==> src/sys_ctrl_map.vh <==
// Purpose: register map and constants of the system control block
// Assumes: 32-bit APB, one aligned word per register
// Notes: definitions only
`ifndef SYS_CTRL_MAP_VH
`define SYS_CTRL_MAP_VH
`define A_CLK_SEL 8'h00
`define A_CLK_DIV 8'h04
`define A_OSC_CTRL 8'h08
`define A_SLEEP_CTRL 8'h0C
`define A_PWR_RED 8'h10
`define A_RST_STAT 8'h14
`define A_RST_CTRL 8'h18
`define A_WDT_CTRL 8'h1C
`define A_WDT_WIN 8'h20
`define A_PROT_KEY 8'h24
`define A_STATUS 8'h28
// clock source codes; the ultra-low-power oscillator has none on purpose
`define SRC_RC2M 3'h0
`define SRC_RC32M 3'h1
`define SRC_RC32K 3'h2
`define SRC_XOSC 3'h3
`define SRC_PLL 3'h4
`define SRC_LAST 3'h4
`define PLL_MIN 5'h02
`define PLL_MAX 5'h1F
`define PLL_RST 5'h02
`define PRESC_MAX 4'hB
// sleep mode codes
`define SLP_IDLE 3'h0
`define SLP_PDOWN 3'h1
`define SLP_PSAVE 3'h2
`define SLP_STDBY 3'h3
`define SLP_ESTDBY 3'h4
// reset cause bit positions
`define RC_POR 0
`define RC_EXT 1
`define RC_BOD 2
`define RC_WDT 3
`define RC_SCAN 4
`define RC_PDI 5
`define RC_SW 6
`define RC_W 7
// timed write sequence
`define PROT_KEY_VAL 8'hD8
`define PROT_OPEN_CYC 3'h4
// device reset stretch after all sources release
`define RST_HOLD_CYC 4'h8
// watchdog: code n gives 8 << n ticks of 1 kHz, 8 ms to 8 s
`define WDT_BASE_TICKS 15'h0008
`define WDT_CODE_MAX 4'hA
`define NUM_PER 8
`define BOOT_VEC 16'h0000
`endif

==> src/sys_ctrl.v <==
// Purpose: clock select, sleep sequencing, reset gathering, watchdog
// Assumes: inputs synchronous to clock; analog parts sit outside
// Notes: APB slave, zero wait state after the setup cycle
`timescale 1ns/1ps
`include "sys_ctrl_map.vh"
module sys_ctrl
(
  input wire clock,
  input wire sys_rst,
  input wire psel,
  input wire penable,
  input wire pwrite,
  input wire [7:0] paddr,
  input wire [31:0] pwdata,
  output reg [31:0] prdata,
  output reg pready,
  output reg pslverr,
  input wire por_low,
  input wire ext_rst_n,
  input wire brownout_detector_en,
  input wire brownout_detector_low,
  input wire scan_rst_bit,
  input wire program_debug_port_rst,
  input wire boot_vec_fuse,
  input wire [15:0] boot_vec_addr,
  input wire wdt_always_on_fuse,
  input wire ulp_1khz_tick,
  input wire watchdog_restart_instr,
  input wire [4:0] src_ready,
  input wire xosc_fail,
  input wire sleep_instr,
  input wire irq_any,
  input wire twi_match_irq,
  input wire port_async_irq,
  input wire rtc_irq,
  output reg device_rst,
  output reg io_hiz,
  output reg [15:0] reset_vector,
  output reg [2:0] clk_src_sel,
  output reg sys_clk_gate,
  output reg [4:0] pll_factor,
  output reg per4x_ce,
  output reg per2x_ce,
  output reg cpu_ce,
  output reg xosc_fail_nmi,
  output reg cal_ref_xosc32k,
  output reg cal_rc2m_en,
  output reg cal_rc32m_en,
  output reg cpu_clk_en,
  output reg nvm_clk_en,
  output reg [7:0] per_clk_en,
  output reg rtc_clk_en,
  output reg osc_run_en
);
  localparam CS_IDLE = 3'b001;
  localparam CS_GATE = 3'b010;
  localparam CS_SWAP = 3'b100;
  localparam SL_ACTIVE = 2'b01;
  localparam SL_ASLEEP = 2'b10;

  reg [2:0] cs_state;
  reg [2:0] sel_req;
  reg sel_pend;
  reg [3:0] presc_code;
  reg [10:0] presc_cnt;
  reg [1:0] fast_cnt;
  reg cfd_en;
  reg [1:0] sl_state;
  reg sleep_en;
  reg [2:0] sleep_mode;
  reg [7:0] pwr_red;
  reg [`RC_W-1:0] rst_cause;
  reg [2:0] prot_cnt;
  reg wdt_en;
  reg [3:0] wdt_per;
  reg wdt_win_en;
  reg [3:0] wdt_win_per;
  reg [14:0] wdt_cnt;
  reg wdt_fire;
  reg sw_fire;
  reg [3:0] hold_cnt;
  reg dev_rst_q;

  wire acc = psel & penable & pready;
  wire wr = acc & pwrite;
  wire prot_open = (prot_cnt != 3'h0);
  wire cfg_rst = sys_rst | device_rst;
  wire [`RC_W-1:0] src_now;
  wire any_src = |src_now;
  wire [14:0] per_ticks = `WDT_BASE_TICKS << wdt_per;
  wire [14:0] win_ticks = `WDT_BASE_TICKS << wdt_win_per;
  wire [14:0] late_lim = wdt_win_en ? (win_ticks + per_ticks) : per_ticks;
  wire wdt_on = wdt_en | wdt_always_on_fuse;
  wire on_xosc = (clk_src_sel == `SRC_XOSC) | (clk_src_sel == `SRC_PLL);
  wire [10:0] presc_top = (11'h001 << presc_code) - 11'h001;
  reg wake;

  assign src_now[`RC_POR] = por_low;
  assign src_now[`RC_EXT] = ~ext_rst_n;
  assign src_now[`RC_BOD] = brownout_detector_en & brownout_detector_low;
  assign src_now[`RC_WDT] = wdt_fire;
  assign src_now[`RC_SCAN] = scan_rst_bit;
  assign src_now[`RC_PDI] = program_debug_port_rst;
  assign src_now[`RC_SW] = sw_fire;

  // reset gathering: held while any source stays active, then stretched
  always @(posedge clock)
  begin
    if (sys_rst)
    begin
      device_rst <= 1'b1;
      io_hiz <= 1'b1;
      hold_cnt <= `RST_HOLD_CYC;
      dev_rst_q <= 1'b1;
    end
    else
    begin
      dev_rst_q <= device_rst;
      if (any_src)
      begin
        device_rst <= 1'b1;
        io_hiz <= 1'b1;
        hold_cnt <= `RST_HOLD_CYC;
      end
      else if (hold_cnt != 4'h0)
        hold_cnt <= hold_cnt - 4'h1;
      else
      begin
        device_rst <= 1'b0;
        io_hiz <= 1'b0;
      end
    end
  end

  // reset vector is caught after release, never under reset
  always @(posedge clock)
  begin
    if (dev_rst_q & ~device_rst)
      reset_vector <= boot_vec_fuse ? boot_vec_addr : `BOOT_VEC;
    else if (sys_rst)
      reset_vector <= `BOOT_VEC;
  end

  // cause record survives device resets except POR, which overwrites it; block reset or a write of ones clears it
  always @(posedge clock)
  begin
    if (sys_rst)
      rst_cause <= {`RC_W{1'b0}};
    else if (src_now[`RC_POR])
      rst_cause <= src_now;
    else if (any_src)
      rst_cause <= rst_cause | src_now;
    else if (wr && paddr == `A_RST_STAT)
      rst_cause <= rst_cause & ~pwdata[`RC_W-1:0];
  end

  // timed write window opened by the key
  always @(posedge clock)
  begin
    if (cfg_rst)
      prot_cnt <= 3'h0;
    else if (wr && paddr == `A_PROT_KEY && pwdata[7:0] == `PROT_KEY_VAL)
      prot_cnt <= `PROT_OPEN_CYC;
    else if (wr && (paddr == `A_RST_CTRL || paddr == `A_WDT_CTRL || paddr == `A_WDT_WIN))
      prot_cnt <= 3'h0;
    else if (prot_open)
      prot_cnt <= prot_cnt - 3'h1;
  end

  // software reset request
  always @(posedge clock)
  begin
    if (cfg_rst)
      sw_fire <= 1'b0;
    else if (wr && paddr == `A_RST_CTRL && prot_open && pwdata[0])
      sw_fire <= 1'b1;
  end

  // configuration registers
  always @(posedge clock)
  begin
    if (cfg_rst)
    begin
      sel_req <= `SRC_RC2M;
      sel_pend <= 1'b0;
      pll_factor <= `PLL_RST;
      presc_code <= 4'h0;
      cfd_en <= 1'b0;
      cal_ref_xosc32k <= 1'b0;
      cal_rc2m_en <= 1'b0;
      cal_rc32m_en <= 1'b0;
      sleep_en <= 1'b0;
      sleep_mode <= `SLP_IDLE;
      pwr_red <= 8'h00;
      wdt_en <= 1'b0;
      wdt_per <= 4'h0;
      wdt_win_en <= 1'b0;
      wdt_win_per <= 4'h0;
    end
    else
    begin
      if (cs_state == CS_SWAP)
        sel_pend <= 1'b0;
      if (cfd_en & xosc_fail & on_xosc)
      begin
        sel_req <= `SRC_RC2M;
        sel_pend <= 1'b1;
      end
      else if (wr && paddr == `A_CLK_SEL && pwdata[2:0] <= `SRC_LAST)
      begin
        sel_req <= pwdata[2:0];
        sel_pend <= 1'b1;
      end
      if (wr && paddr == `A_CLK_DIV)
      begin
        if (pwdata[4:0] >= `PLL_MIN)
          pll_factor <= pwdata[4:0];
        if (pwdata[11:8] <= `PRESC_MAX)
          presc_code <= pwdata[11:8];
      end
      if (wr && paddr == `A_OSC_CTRL)
      begin
        cfd_en <= pwdata[0];
        cal_ref_xosc32k <= pwdata[1];
        cal_rc2m_en <= pwdata[2];
        cal_rc32m_en <= pwdata[3];
      end
      if (wr && paddr == `A_SLEEP_CTRL && pwdata[3:1] <= `SLP_ESTDBY)
      begin
        sleep_en <= pwdata[0];
        sleep_mode <= pwdata[3:1];
      end
      if (wr && paddr == `A_PWR_RED)
        pwr_red <= pwdata[7:0];
      if (wr && paddr == `A_WDT_CTRL && prot_open && pwdata[5:2] <= `WDT_CODE_MAX)
      begin
        wdt_en <= pwdata[1] | wdt_always_on_fuse;
        wdt_per <= pwdata[5:2];
      end
      if (wr && paddr == `A_WDT_WIN && prot_open && pwdata[5:2] <= `WDT_CODE_MAX)
      begin
        wdt_win_en <= pwdata[1];
        wdt_win_per <= pwdata[5:2];
      end
    end
  end

  // source switch: gate off, swap, gate on, only once the target runs
  always @(posedge clock)
  begin
    if (cfg_rst)
    begin
      cs_state <= CS_IDLE;
      clk_src_sel <= `SRC_RC2M;
      sys_clk_gate <= 1'b1;
    end
    else
    begin
      case (cs_state)
        CS_IDLE:
        begin
          if (sel_pend && src_ready[sel_req])
          begin
            sys_clk_gate <= 1'b0;
            cs_state <= CS_GATE;
          end
        end
        CS_GATE:
        begin
          clk_src_sel <= sel_req;
          cs_state <= CS_SWAP;
        end
        CS_SWAP:
        begin
          sys_clk_gate <= 1'b1;
          cs_state <= CS_IDLE;
        end
        default:
          cs_state <= CS_IDLE;
      endcase
    end
  end

  always @(posedge clock)
  begin
    if (cfg_rst)
      xosc_fail_nmi <= 1'b0;
    else if (cfd_en & xosc_fail & on_xosc)
      xosc_fail_nmi <= 1'b1;
    else if (wr && paddr == `A_STATUS && pwdata[8])
      xosc_fail_nmi <= 1'b0;
  end

  // prescaler gives the 4x rate; 2x and CPU rates divide it further
  always @(posedge clock)
  begin
    if (cfg_rst)
    begin
      presc_cnt <= 11'h000;
      fast_cnt <= 2'h0;
      per4x_ce <= 1'b0;
      per2x_ce <= 1'b0;
      cpu_ce <= 1'b0;
    end
    else
    begin
      per4x_ce <= 1'b0;
      per2x_ce <= 1'b0;
      cpu_ce <= 1'b0;
      if (presc_cnt >= presc_top)
      begin
        presc_cnt <= 11'h000;
        fast_cnt <= fast_cnt + 2'h1;
        per4x_ce <= 1'b1;
        per2x_ce <= fast_cnt[0];
        cpu_ce <= (fast_cnt == 2'h3);
      end
      else
        presc_cnt <= presc_cnt + 11'h001;
    end
  end

  // watchdog: counts 1 kHz ticks from the last restart
  always @(posedge clock)
  begin
    if (cfg_rst)
    begin
      wdt_cnt <= 15'h0000;
      wdt_fire <= 1'b0;
    end
    else if (!wdt_on)
      wdt_cnt <= 15'h0000;
    else if (watchdog_restart_instr)
    begin
      wdt_cnt <= 15'h0000;
      if (wdt_win_en && wdt_cnt < win_ticks)
        wdt_fire <= 1'b1;
    end
    else if (ulp_1khz_tick)
    begin
      if (wdt_cnt + 15'h0001 >= late_lim)
        wdt_fire <= 1'b1;
      else
        wdt_cnt <= wdt_cnt + 15'h0001;
    end
  end

  // wake sources per sleep mode
  always @*
  begin
    wake = 1'b0;
    case (sleep_mode)
      `SLP_IDLE: wake = irq_any;
      `SLP_PDOWN: wake = twi_match_irq | port_async_irq;
      `SLP_STDBY: wake = twi_match_irq | port_async_irq;
      `SLP_PSAVE: wake = twi_match_irq | port_async_irq | rtc_irq;
      `SLP_ESTDBY: wake = twi_match_irq | port_async_irq | rtc_irq;
      default: wake = irq_any;
    endcase
  end

  always @(posedge clock)
  begin
    if (cfg_rst)
      sl_state <= SL_ACTIVE;
    else
    begin
      case (sl_state)
        SL_ACTIVE:
          if (sleep_instr & sleep_en)
            sl_state <= SL_ASLEEP;
        SL_ASLEEP:
          if (wake)
            sl_state <= SL_ACTIVE;
        default:
          sl_state <= SL_ACTIVE;
      endcase
    end
  end

  // clock gating; a gated peripheral simply sees no clock and holds state
  always @(posedge clock)
  begin
    if (cfg_rst)
    begin
      cpu_clk_en <= 1'b1;
      nvm_clk_en <= 1'b1;
      per_clk_en <= 8'hFF;
      rtc_clk_en <= 1'b1;
      osc_run_en <= 1'b1;
    end
    else if (sl_state == SL_ACTIVE)
    begin
      cpu_clk_en <= 1'b1;
      nvm_clk_en <= 1'b1;
      per_clk_en <= ~pwr_red;
      rtc_clk_en <= 1'b1;
      osc_run_en <= 1'b1;
    end
    else
    begin
      cpu_clk_en <= 1'b0;
      nvm_clk_en <= 1'b0;
      per_clk_en <= (sleep_mode == `SLP_IDLE) ? ~pwr_red : 8'h00;
      rtc_clk_en <= (sleep_mode == `SLP_IDLE) | (sleep_mode == `SLP_PSAVE)
        | (sleep_mode == `SLP_ESTDBY);
      osc_run_en <= (sleep_mode == `SLP_IDLE) | (sleep_mode == `SLP_STDBY)
        | (sleep_mode == `SLP_ESTDBY);
    end
  end

  // APB: pready rises for the access cycle right after setup
  always @(posedge clock)
  begin
    if (sys_rst)
    begin
      pready <= 1'b0;
      pslverr <= 1'b0;
      prdata <= 32'h00000000;
    end
    else
    begin
      pready <= psel & ~penable;
      pslverr <= 1'b0;
      prdata <= 32'h00000000;
      if (psel & ~penable)
      begin
        case (paddr)
          `A_CLK_SEL: prdata <= {29'h0, sel_req};
          `A_CLK_DIV: prdata <= {20'h0, presc_code, 3'h0, pll_factor};
          `A_OSC_CTRL: prdata <= {28'h0, cal_rc32m_en, cal_rc2m_en, cal_ref_xosc32k, cfd_en};
          `A_SLEEP_CTRL: prdata <= {28'h0, sleep_mode, sleep_en};
          `A_PWR_RED: prdata <= {24'h0, pwr_red};
          `A_RST_STAT: prdata <= {25'h0, rst_cause};
          `A_RST_CTRL: prdata <= 32'h00000000;
          `A_WDT_CTRL: prdata <= {26'h0, wdt_per, wdt_on, 1'b0};
          `A_WDT_WIN: prdata <= {26'h0, wdt_win_per, wdt_win_en, 1'b0};
          `A_PROT_KEY: prdata <= {31'h0, prot_open};
          `A_STATUS: prdata <= {23'h0, xosc_fail_nmi, sl_state[1], sel_pend,
            sys_clk_gate, 2'h0, clk_src_sel};
          default: pslverr <= 1'b1;
        endcase
      end
    end
  end
endmodule

==> config.mk <==
export PLATFORM = sky130hd
export DESIGN_NAME = sys_ctrl
export DESIGN_NICKNAME = d
export VERILOG_FILES = /design/src/sys_ctrl.v
export VERILOG_INCLUDE_DIRS = /design/src /design/src/src
export SDC_FILE = /design/constraint.sdc
export NUM_CORES = 1
export LEC_CHECK = 0
export BUFFER_PORTS_ARGS = -buffer_cell sky130_fd_sc_hd__buf_2
export CAP_MARGIN = 20
export CORE_MARGIN = 2
export CORE_UTILIZATION = 55
export DETAILED_ROUTE_END_ITERATION = 16
export GPL_ROUTABILITY_DRIVEN = 0
export GPL_TIMING_DRIVEN = 0
export PLACE_DENSITY = 0.8
export SYNTH_ARGS = -nofsm -noshare
export SYNTH_HDL_FRONTEND = slang
export SYNTH_SLANG_ARGS = --single-unit
==> constraint.sdc <==
create_clock -name clock -period 4.5 [get_ports clock]
set_clock_uncertainty 0.1 [all_clocks]
set_input_delay 0.675 -clock clock [delete_from_list [all_inputs] [get_ports clock]]
set_output_delay 0.675 -clock clock [all_outputs]
set_load 0.02 [all_outputs]
======== After elaboration in Yosys (flattened, before gate mapping) ========
Index checks and enable logic that the tools add are counted.
word-level totals
  output and inout bits ................... 80
  flip-flop bits (word level) ............. 159
  input port bits ......................... 82
  word-level logic and storage cells ...... 209
cells by class
  shifts and indexed selects .............. 3
  $add $sub $neg .......................... 7
  bitwise operators ....................... 30
  muxes and demuxes ....................... 35
  reductions and logical operators ........ 56
  equality and inequality tests ........... 27
  $lt $le $gt $ge ......................... 9
operators with widths
  kind                     number
  $pmux W12 S10            1
  $mux W16                 3
  $eq A8 B5 Y1 const B     4
  $shl A4 B4 Y15 const A   2
  $eq A8 B6 Y1 const B     3
  $logic_and A1 B1 Y1      24
  $mux W7                  3
  $eq A8 B4 Y1 const B     2
  $mux W8                  2
  $add A15 B1 Y15 const B  1
  $add A15 B15 Y15         1
  $ge A15 B15 Y1           1
  $lt A15 B15 Y1           1
  $mux W15                 1
  $mux W1                  14
  $reduce_or A2 Y1         7
  $eq A3 B2 Y1 const B     4
  $mux W3                  4
  $reduce_bool A3 Y1       4
  $add A11 B1 Y11 const B  1
  $ge A11 B11 Y1           1
  $reduce_or A11 Y1        1
  $shl A1 B4 Y11 const A   1
  $sub A11 B1 Y11 const B  1
  other kinds (37)         80

======== Logic depth before layout (Yosys ltp) ========
  depth after elaboration ................. 7
  gate-level depth with buffers ........... 21
  depth with buffers taken out ............ 19

======== Worst setup path before layout ========
OpenSTA, ideal clock, no wires.
  kind .................................... register to register
  from .................................... reg wdt_per[1]
  to ...................................... reg wdt_cnt[13]
  clock period less this slack ............ 3926 ps
  arrival time ............................ 3698 ps
  setup time .............................. 128 ps
  slack ................................... 574 ps
  cell stages (with the launch flop) ...... 21
  data required time ...................... 4272 ps
  cell sequence ........................... dfxtp_1 buf_2 nand2b_1 nor3_1 ha_1 a21o_1 a21oi_1 o311a_4 a21oi_1 xnor2_1 nand2_1 o21ai_0 ha_1 a21o_1 a21o_1 a21oi_1 o211ai_1 clkbuf_1 nor4_1 xnor2_1 nor2_1
on the way
  longest elaborated chain between the ends .. 6
RTL lines
  item                                  RTL line        RTL
  start, declared                       sys_ctrl.v:75   reg [3:0] wdt_per;
  start signal, assigned                sys_ctrl.v:238  wdt_per <= pwdata[5:2];
  $shl A4 B4 Y15 (no source line) *     -
  $add A15 B15 Y15                      sys_ctrl.v:92   wire [14:0] late_lim = wdt_win_en ? (win_ticks + per_ticks) : per_ticks;
  $mux W15 *                            sys_ctrl.v:92
  $ge A15 B15 Y1 *                      sys_ctrl.v:341  if (wdt_cnt + 15'h0001 >= late_lim)
  $not A1 Y1 (no source line) *         -
  $reduce_and A2 Y1 (no source line) *  -
  end signal, assigned                  sys_ctrl.v:344  wdt_cnt <= wdt_cnt + 15'h0001;
  end, declared                         sys_ctrl.v:78   reg [14:0] wdt_cnt;
Mark *: on every way between the ends. The rest lies on a longest branch, timed or not.
A chain may end at the register's enable or synchronous reset.

======== Final worst setup path ========
  from .................................... reg wdt_win_per[2]
  to ...................................... reg wdt_cnt[11]
on the way
  longest elaborated chain between the ends .. 6
RTL lines
  item                                RTL line        RTL
  start, declared                     sys_ctrl.v:77   reg [3:0] wdt_win_per;
  start signal, assigned              sys_ctrl.v:243  wdt_win_per <= pwdata[5:2];
  $shl A4 B4 Y15 (no source line)     -
  $add A15 B15 Y15                    sys_ctrl.v:92
  $mux W15                            sys_ctrl.v:92
  $ge A15 B15 Y1                      sys_ctrl.v:341
  $not A1 Y1 (no source line)         -
  $reduce_and A2 Y1 (no source line)  -
No other way between the ends.

==> implementation parameters <==
Parameter                              Value

Status
  Status ... finished, final reports clean

Critical path
  Number of cells on the critical path ... 20
  Worst reg2reg path startpoint ... wdt_win_per[2]
  Register-to-register setup slack ... 0.28 ns
  Arrival time of the worst setup path ... 4.41 ns
  Capturing element of the worst setup path ... wdt_cnt[11]
  Gate family responsible for the most delay along the worst path ... compound AO/OA/AOI/OAI gates
  Worst r2r dst ... wdt_cnt[11]
  Worst-case reg-to-reg path depth ... 20
  Worst setup path category ... reg2reg
  Slowest stage delay, CP ... 0.49 ns
  Worst setup path start ... wdt_win_per[2]
  Data required time of the worst path ... 4.69 ns
  CP max-delay cell ... sky130_fd_sc_hd__dfxtp_1
  Sum of buffers and inverters on the critical path ... 2
  Critical Path Source Type ... flip-flop
  Worst-path cell chain ... nor2b_2 -> nand2_1 -> inv_1 -> ha_1 -> and2_1 -> o211ai_1 -> o311a_4 -> a21oi_1 -> xnor2_1 -> nand2_1 -> o21ai_0 -> ha_1 -> a21o_1 -> a21o_1 -> a21oi_1 -> o211ai_1 -> clkbuf_2 -> nor3_1 -> xnor2_1 -> nor2_1
  Worst Path Max Fanout ... 10
  Category of the worst setup path capture point ... flip-flop

Power and ir drop
  VDD IR-drop max ... 0.0002528 V
  Pwr per Cell Area ... 301.0 nW/um^2
  Power, Total ... 0.002760 W
  Leakage power total ... 3.894 nW

Synth
  Primary flip-flop cell chosen by synthesis mapping ... sky130_fd_sc_hd__dfxtp_1
  Syn avg cell area ... 8.587 sq um
  Flip-flop and latch count after synthesis ... 139
  Area of the mapped netlist ... 7660 sq um
  Number of flops mapped to enable cells by yosys ... 16
  Share of synthesized flip-flops with an asynchronous set or reset ... 0%
  Cells after synthesis ... 892
  Number of warnings issued by yosys ... 0
  Sequential-to-total area share from yosys stat ... 38.42%
  Number of distinct library cells after synthesis ... 65

Global routing
  Total global routing overflow ... 0
  GRT Resource Usage Total ... 26.50%
  Vias in the first global route ... 6365
  First-pass GRT wire length ... 30930 microns
  Pin count of the biggest net entering global routing ... 17
  Initial antenna violation count ... 0

STA
  Count of final setup violators ... 0
  Slew of the pin with the lowest slew margin ... 1.067 ns
  Worst max-slew margin expressed relative to the limit ... 28.21%
  Slew Viols, Final ... 0
  Final hold violations ... 0
  Min cycle time layout ... 4.216 ns
  Final setup margin ... 0.2836 ns
  Final worst path period share ... 93.70%
  Max frequency ... 0.2372 GHz

Detailed routing
  ANT nets after route ... 0
  Detail-routed via count per cell ... 5.755
  Via count ... 7148
  Wire length per cell after detailed routing ... 16.03 microns
  Number of DRC markers in iteration 0 ... 607
  Remaining design rule violation count ... 0
  Pre-Repair DR Iteration Count ... 8
  Total wire length after detailed routing ... 19910 microns

Die
  Standard-cell rows ... 43
  Die span in x ... 122.0 microns
  Core outline area ... 13720 sq um
  Initial Util ... 55.83%
  Floorplan die area ... 14890 sq um
  IO Count ... 162
  Die height ... 122.0 microns

CTS
  Sinks on the clock net ... 139
  Clock-pin slew on the worst setup and hold paths ... 0.06 ns
  Clock latency of the later-clocked register in the worst-skew pair ... 0.42 ns
  Count of H-tree levels built during CTS ... 4
  Root buffer cell ... sky130_fd_sc_hd__clkbuf_16
  Clk buf depth ... 2
  Buffer count from post-CTS setup fixing ... 0
  Number of clock buffers inserted by TritonCTS ... 17
  CTS tree ... built

Cells and area
  Number of filler cells placed in the layout ... 1147
  Commonest non-fill, non-tap cell in the layout ... sky130_fd_sc_hd__buf_2
  Ratio of cells with drive above 1 in the final layout ... 19.30%
  Nets@finish ... 1186
  Synth-to-layout area growth ... 19.70%
  Post-Layout Cell Count ... 1242
  Final Cell Area ... 9169 sq um
  Most frequent cells in the layout ... sky130_fd_sc_hd__buf_2, sky130_fd_sc_hd__dfxtp_1, sky130_fd_sc_hd__nor2_1
  Ant. Diodes ... 0

Job
  Max-cap violations ... 0

Placed design
  Placement Setup Slack ... -0.04806 ns
  Standard cell area after detailed placement ... 8552 sq um
  # placed instances ... 1210
  Detailed placement HPWL ... 14720 microns
  Count of port buffers added during placement ... 119

Hold path
  Hold Path Class ... reg2reg
-- what timing repair did --
| action | 4_1_cts | 5_1_grt |
|---|---|---|
| hold buffers | 0 | 0 |
| setup endpoints to repair | 4 | 14 |
| gates resized for setup | 1 | 12 |
| hold endpoints to repair | 0 | 0 |
-- synth_stat cells, drive strengths merged, types with 6 or more instances --
| master | number | area [sq um] |
|---|---|---|
| ha | 54 | 675.7 |
| buf | 29 | 196.4 |
| and3 | 11 | 68.82 |
| inv | 32 | 120.1 |
| nand4 | 8 | 50.05 |
| o21a | 6 | 45.04 |
| a31oi | 10 | 62.56 |
| nand3 | 43 | 215.2 |
| mux2i | 31 | 310.3 |
| nor3 | 26 | 140.1 |
| o21ai | 37 | 192.7 |
| xnor2 | 28 | 252.8 |
| a222oi | 6 | 60.06 |
| nand2 | 79 | 296.5 |
| a21o | 14 | 105.1 |
| and2 | 24 | 150.1 |
| dfxtp | 123 | 2462 |
| clkbuf | 30 | 112.6 |
| nand3b | 7 | 52.55 |
| nand2b | 8 | 50.05 |
| xor2 | 18 | 157.7 |
| edfxtp | 16 | 480.5 |
| a22oi | 9 | 67.56 |
| a21oi | 65 | 325.3 |
| nor2 | 106 | 405.4 |
| or3 | 11 | 68.82 |
-- per-stage QoR --
step	hold WS, ns	setup TNS (ns)	utilization (%)
after floorplan	0.3256	0	-
after CTS	0.3565	0	66.58
after global placement	0.3381	0	62.33
after detailed placement	0.3491	-0.04806	62.33
after global routing	0.3576	-0.0002149	66.83
final	0.3571	0	66.83
-- power by group --
| part | internal (W) | switching [W] |
|---|---|---|
| Sequential | 0.00126 | 0.00000467 |
| Combinational | 0.0000479 | 0.0000758 |
| Clock | 0.000813 | 0.000556 |
| Total | 0.00212 | 0.000637 |
-- kinds of logic after synthesis --
group,synth area share (%)
other,0.04896
DFF,38.42
adders and majority gates,9.082
muxes,4.933
xor gates and xnor gates,5.358
AOI/OAI and AO/OA,14.37
and+or+nand+nor,22.18
buffers and inverters,5.603
-- worst register-to-register path: cells and delay by family (launching register included) --
| kind | cells | cell delay [ns] |
|---|---|---|
| XOR/XNOR | 2 | 0.29 |
| AO/OA/AOI/OAI | 8 | 1.39 |
| AND/OR/NAND/NOR | 6 | 0.92 |
| adder cells (fa/ha/maj) | 2 | 0.59 |
| buffers and inverters | 2 | 0.31 |
| flip-flops | 1 | 0.49 |
-- cell type report --
type                       instances  area (sq um)  share of cell area (%)
tap                              180         225.2                   2.456
sequential                       139          2944                   32.11
inverter                          32         120.1                   1.310
buffer                            58         307.8                   3.357
clock inverter                    11         106.4                   1.160
multi-input combinational        681          4393                   47.91
timing repair buffer             120         600.6                   6.550
clock buffer                      21         471.7                   5.145
-- registers in the layout, summed over array words and instances, names as in the netlist, 3 cells and up --
| register | flops |
|---|---|
| clk_src_sel | 3 |
| cs_state | 3 |
| hold_cnt | 4 |
| per_clk_en | 8 |
| pll_factor | 5 |
| prdata | 12 |
| presc_cnt | 11 |
| presc_code | 4 |
| prot_cnt | 3 |
| pwr_red | 8 |
| reset_vector | 16 |
| rst_cause | 7 |
| sel_req | 3 |
| sleep_mode | 3 |
| wdt_cnt | 15 |
| wdt_per | 4 |
| wdt_win_per | 4 |
-- worst min-delay path by stage --
stage / startpoint / end / slack (ns) / cells after the start
3_5_place_dp: presc_cnt[0] / presc_cnt[0] / 0.35 / 1
5_1_grt: ext_rst_n / rst_cause[1] / 0.36 / 2
4_1_cts: ext_rst_n / rst_cause[1] / 0.36 / 2
6_report: presc_cnt[0] / presc_cnt[0] / 0.36 / 1
3_3_place_gp: presc_cnt[0] / presc_cnt[0] / 0.34 / 1
2_1_floorplan: presc_cnt[0] / presc_cnt[0] / 0.33 / 1
-- routing by layer --
layer | GRT usage [%] | up-vias | wire (microns)
met2 | 42.98 | 360 | 9512
li1 | - | 3443 | -
met1 | 34.02 | 3283 | 8170
met5 | 0 | - | 0
met4 | 10.92 | 0 | 594
met3 | 6.133 | 62 | 1637
Note: power is estimated with default switching activity, not from simulation.
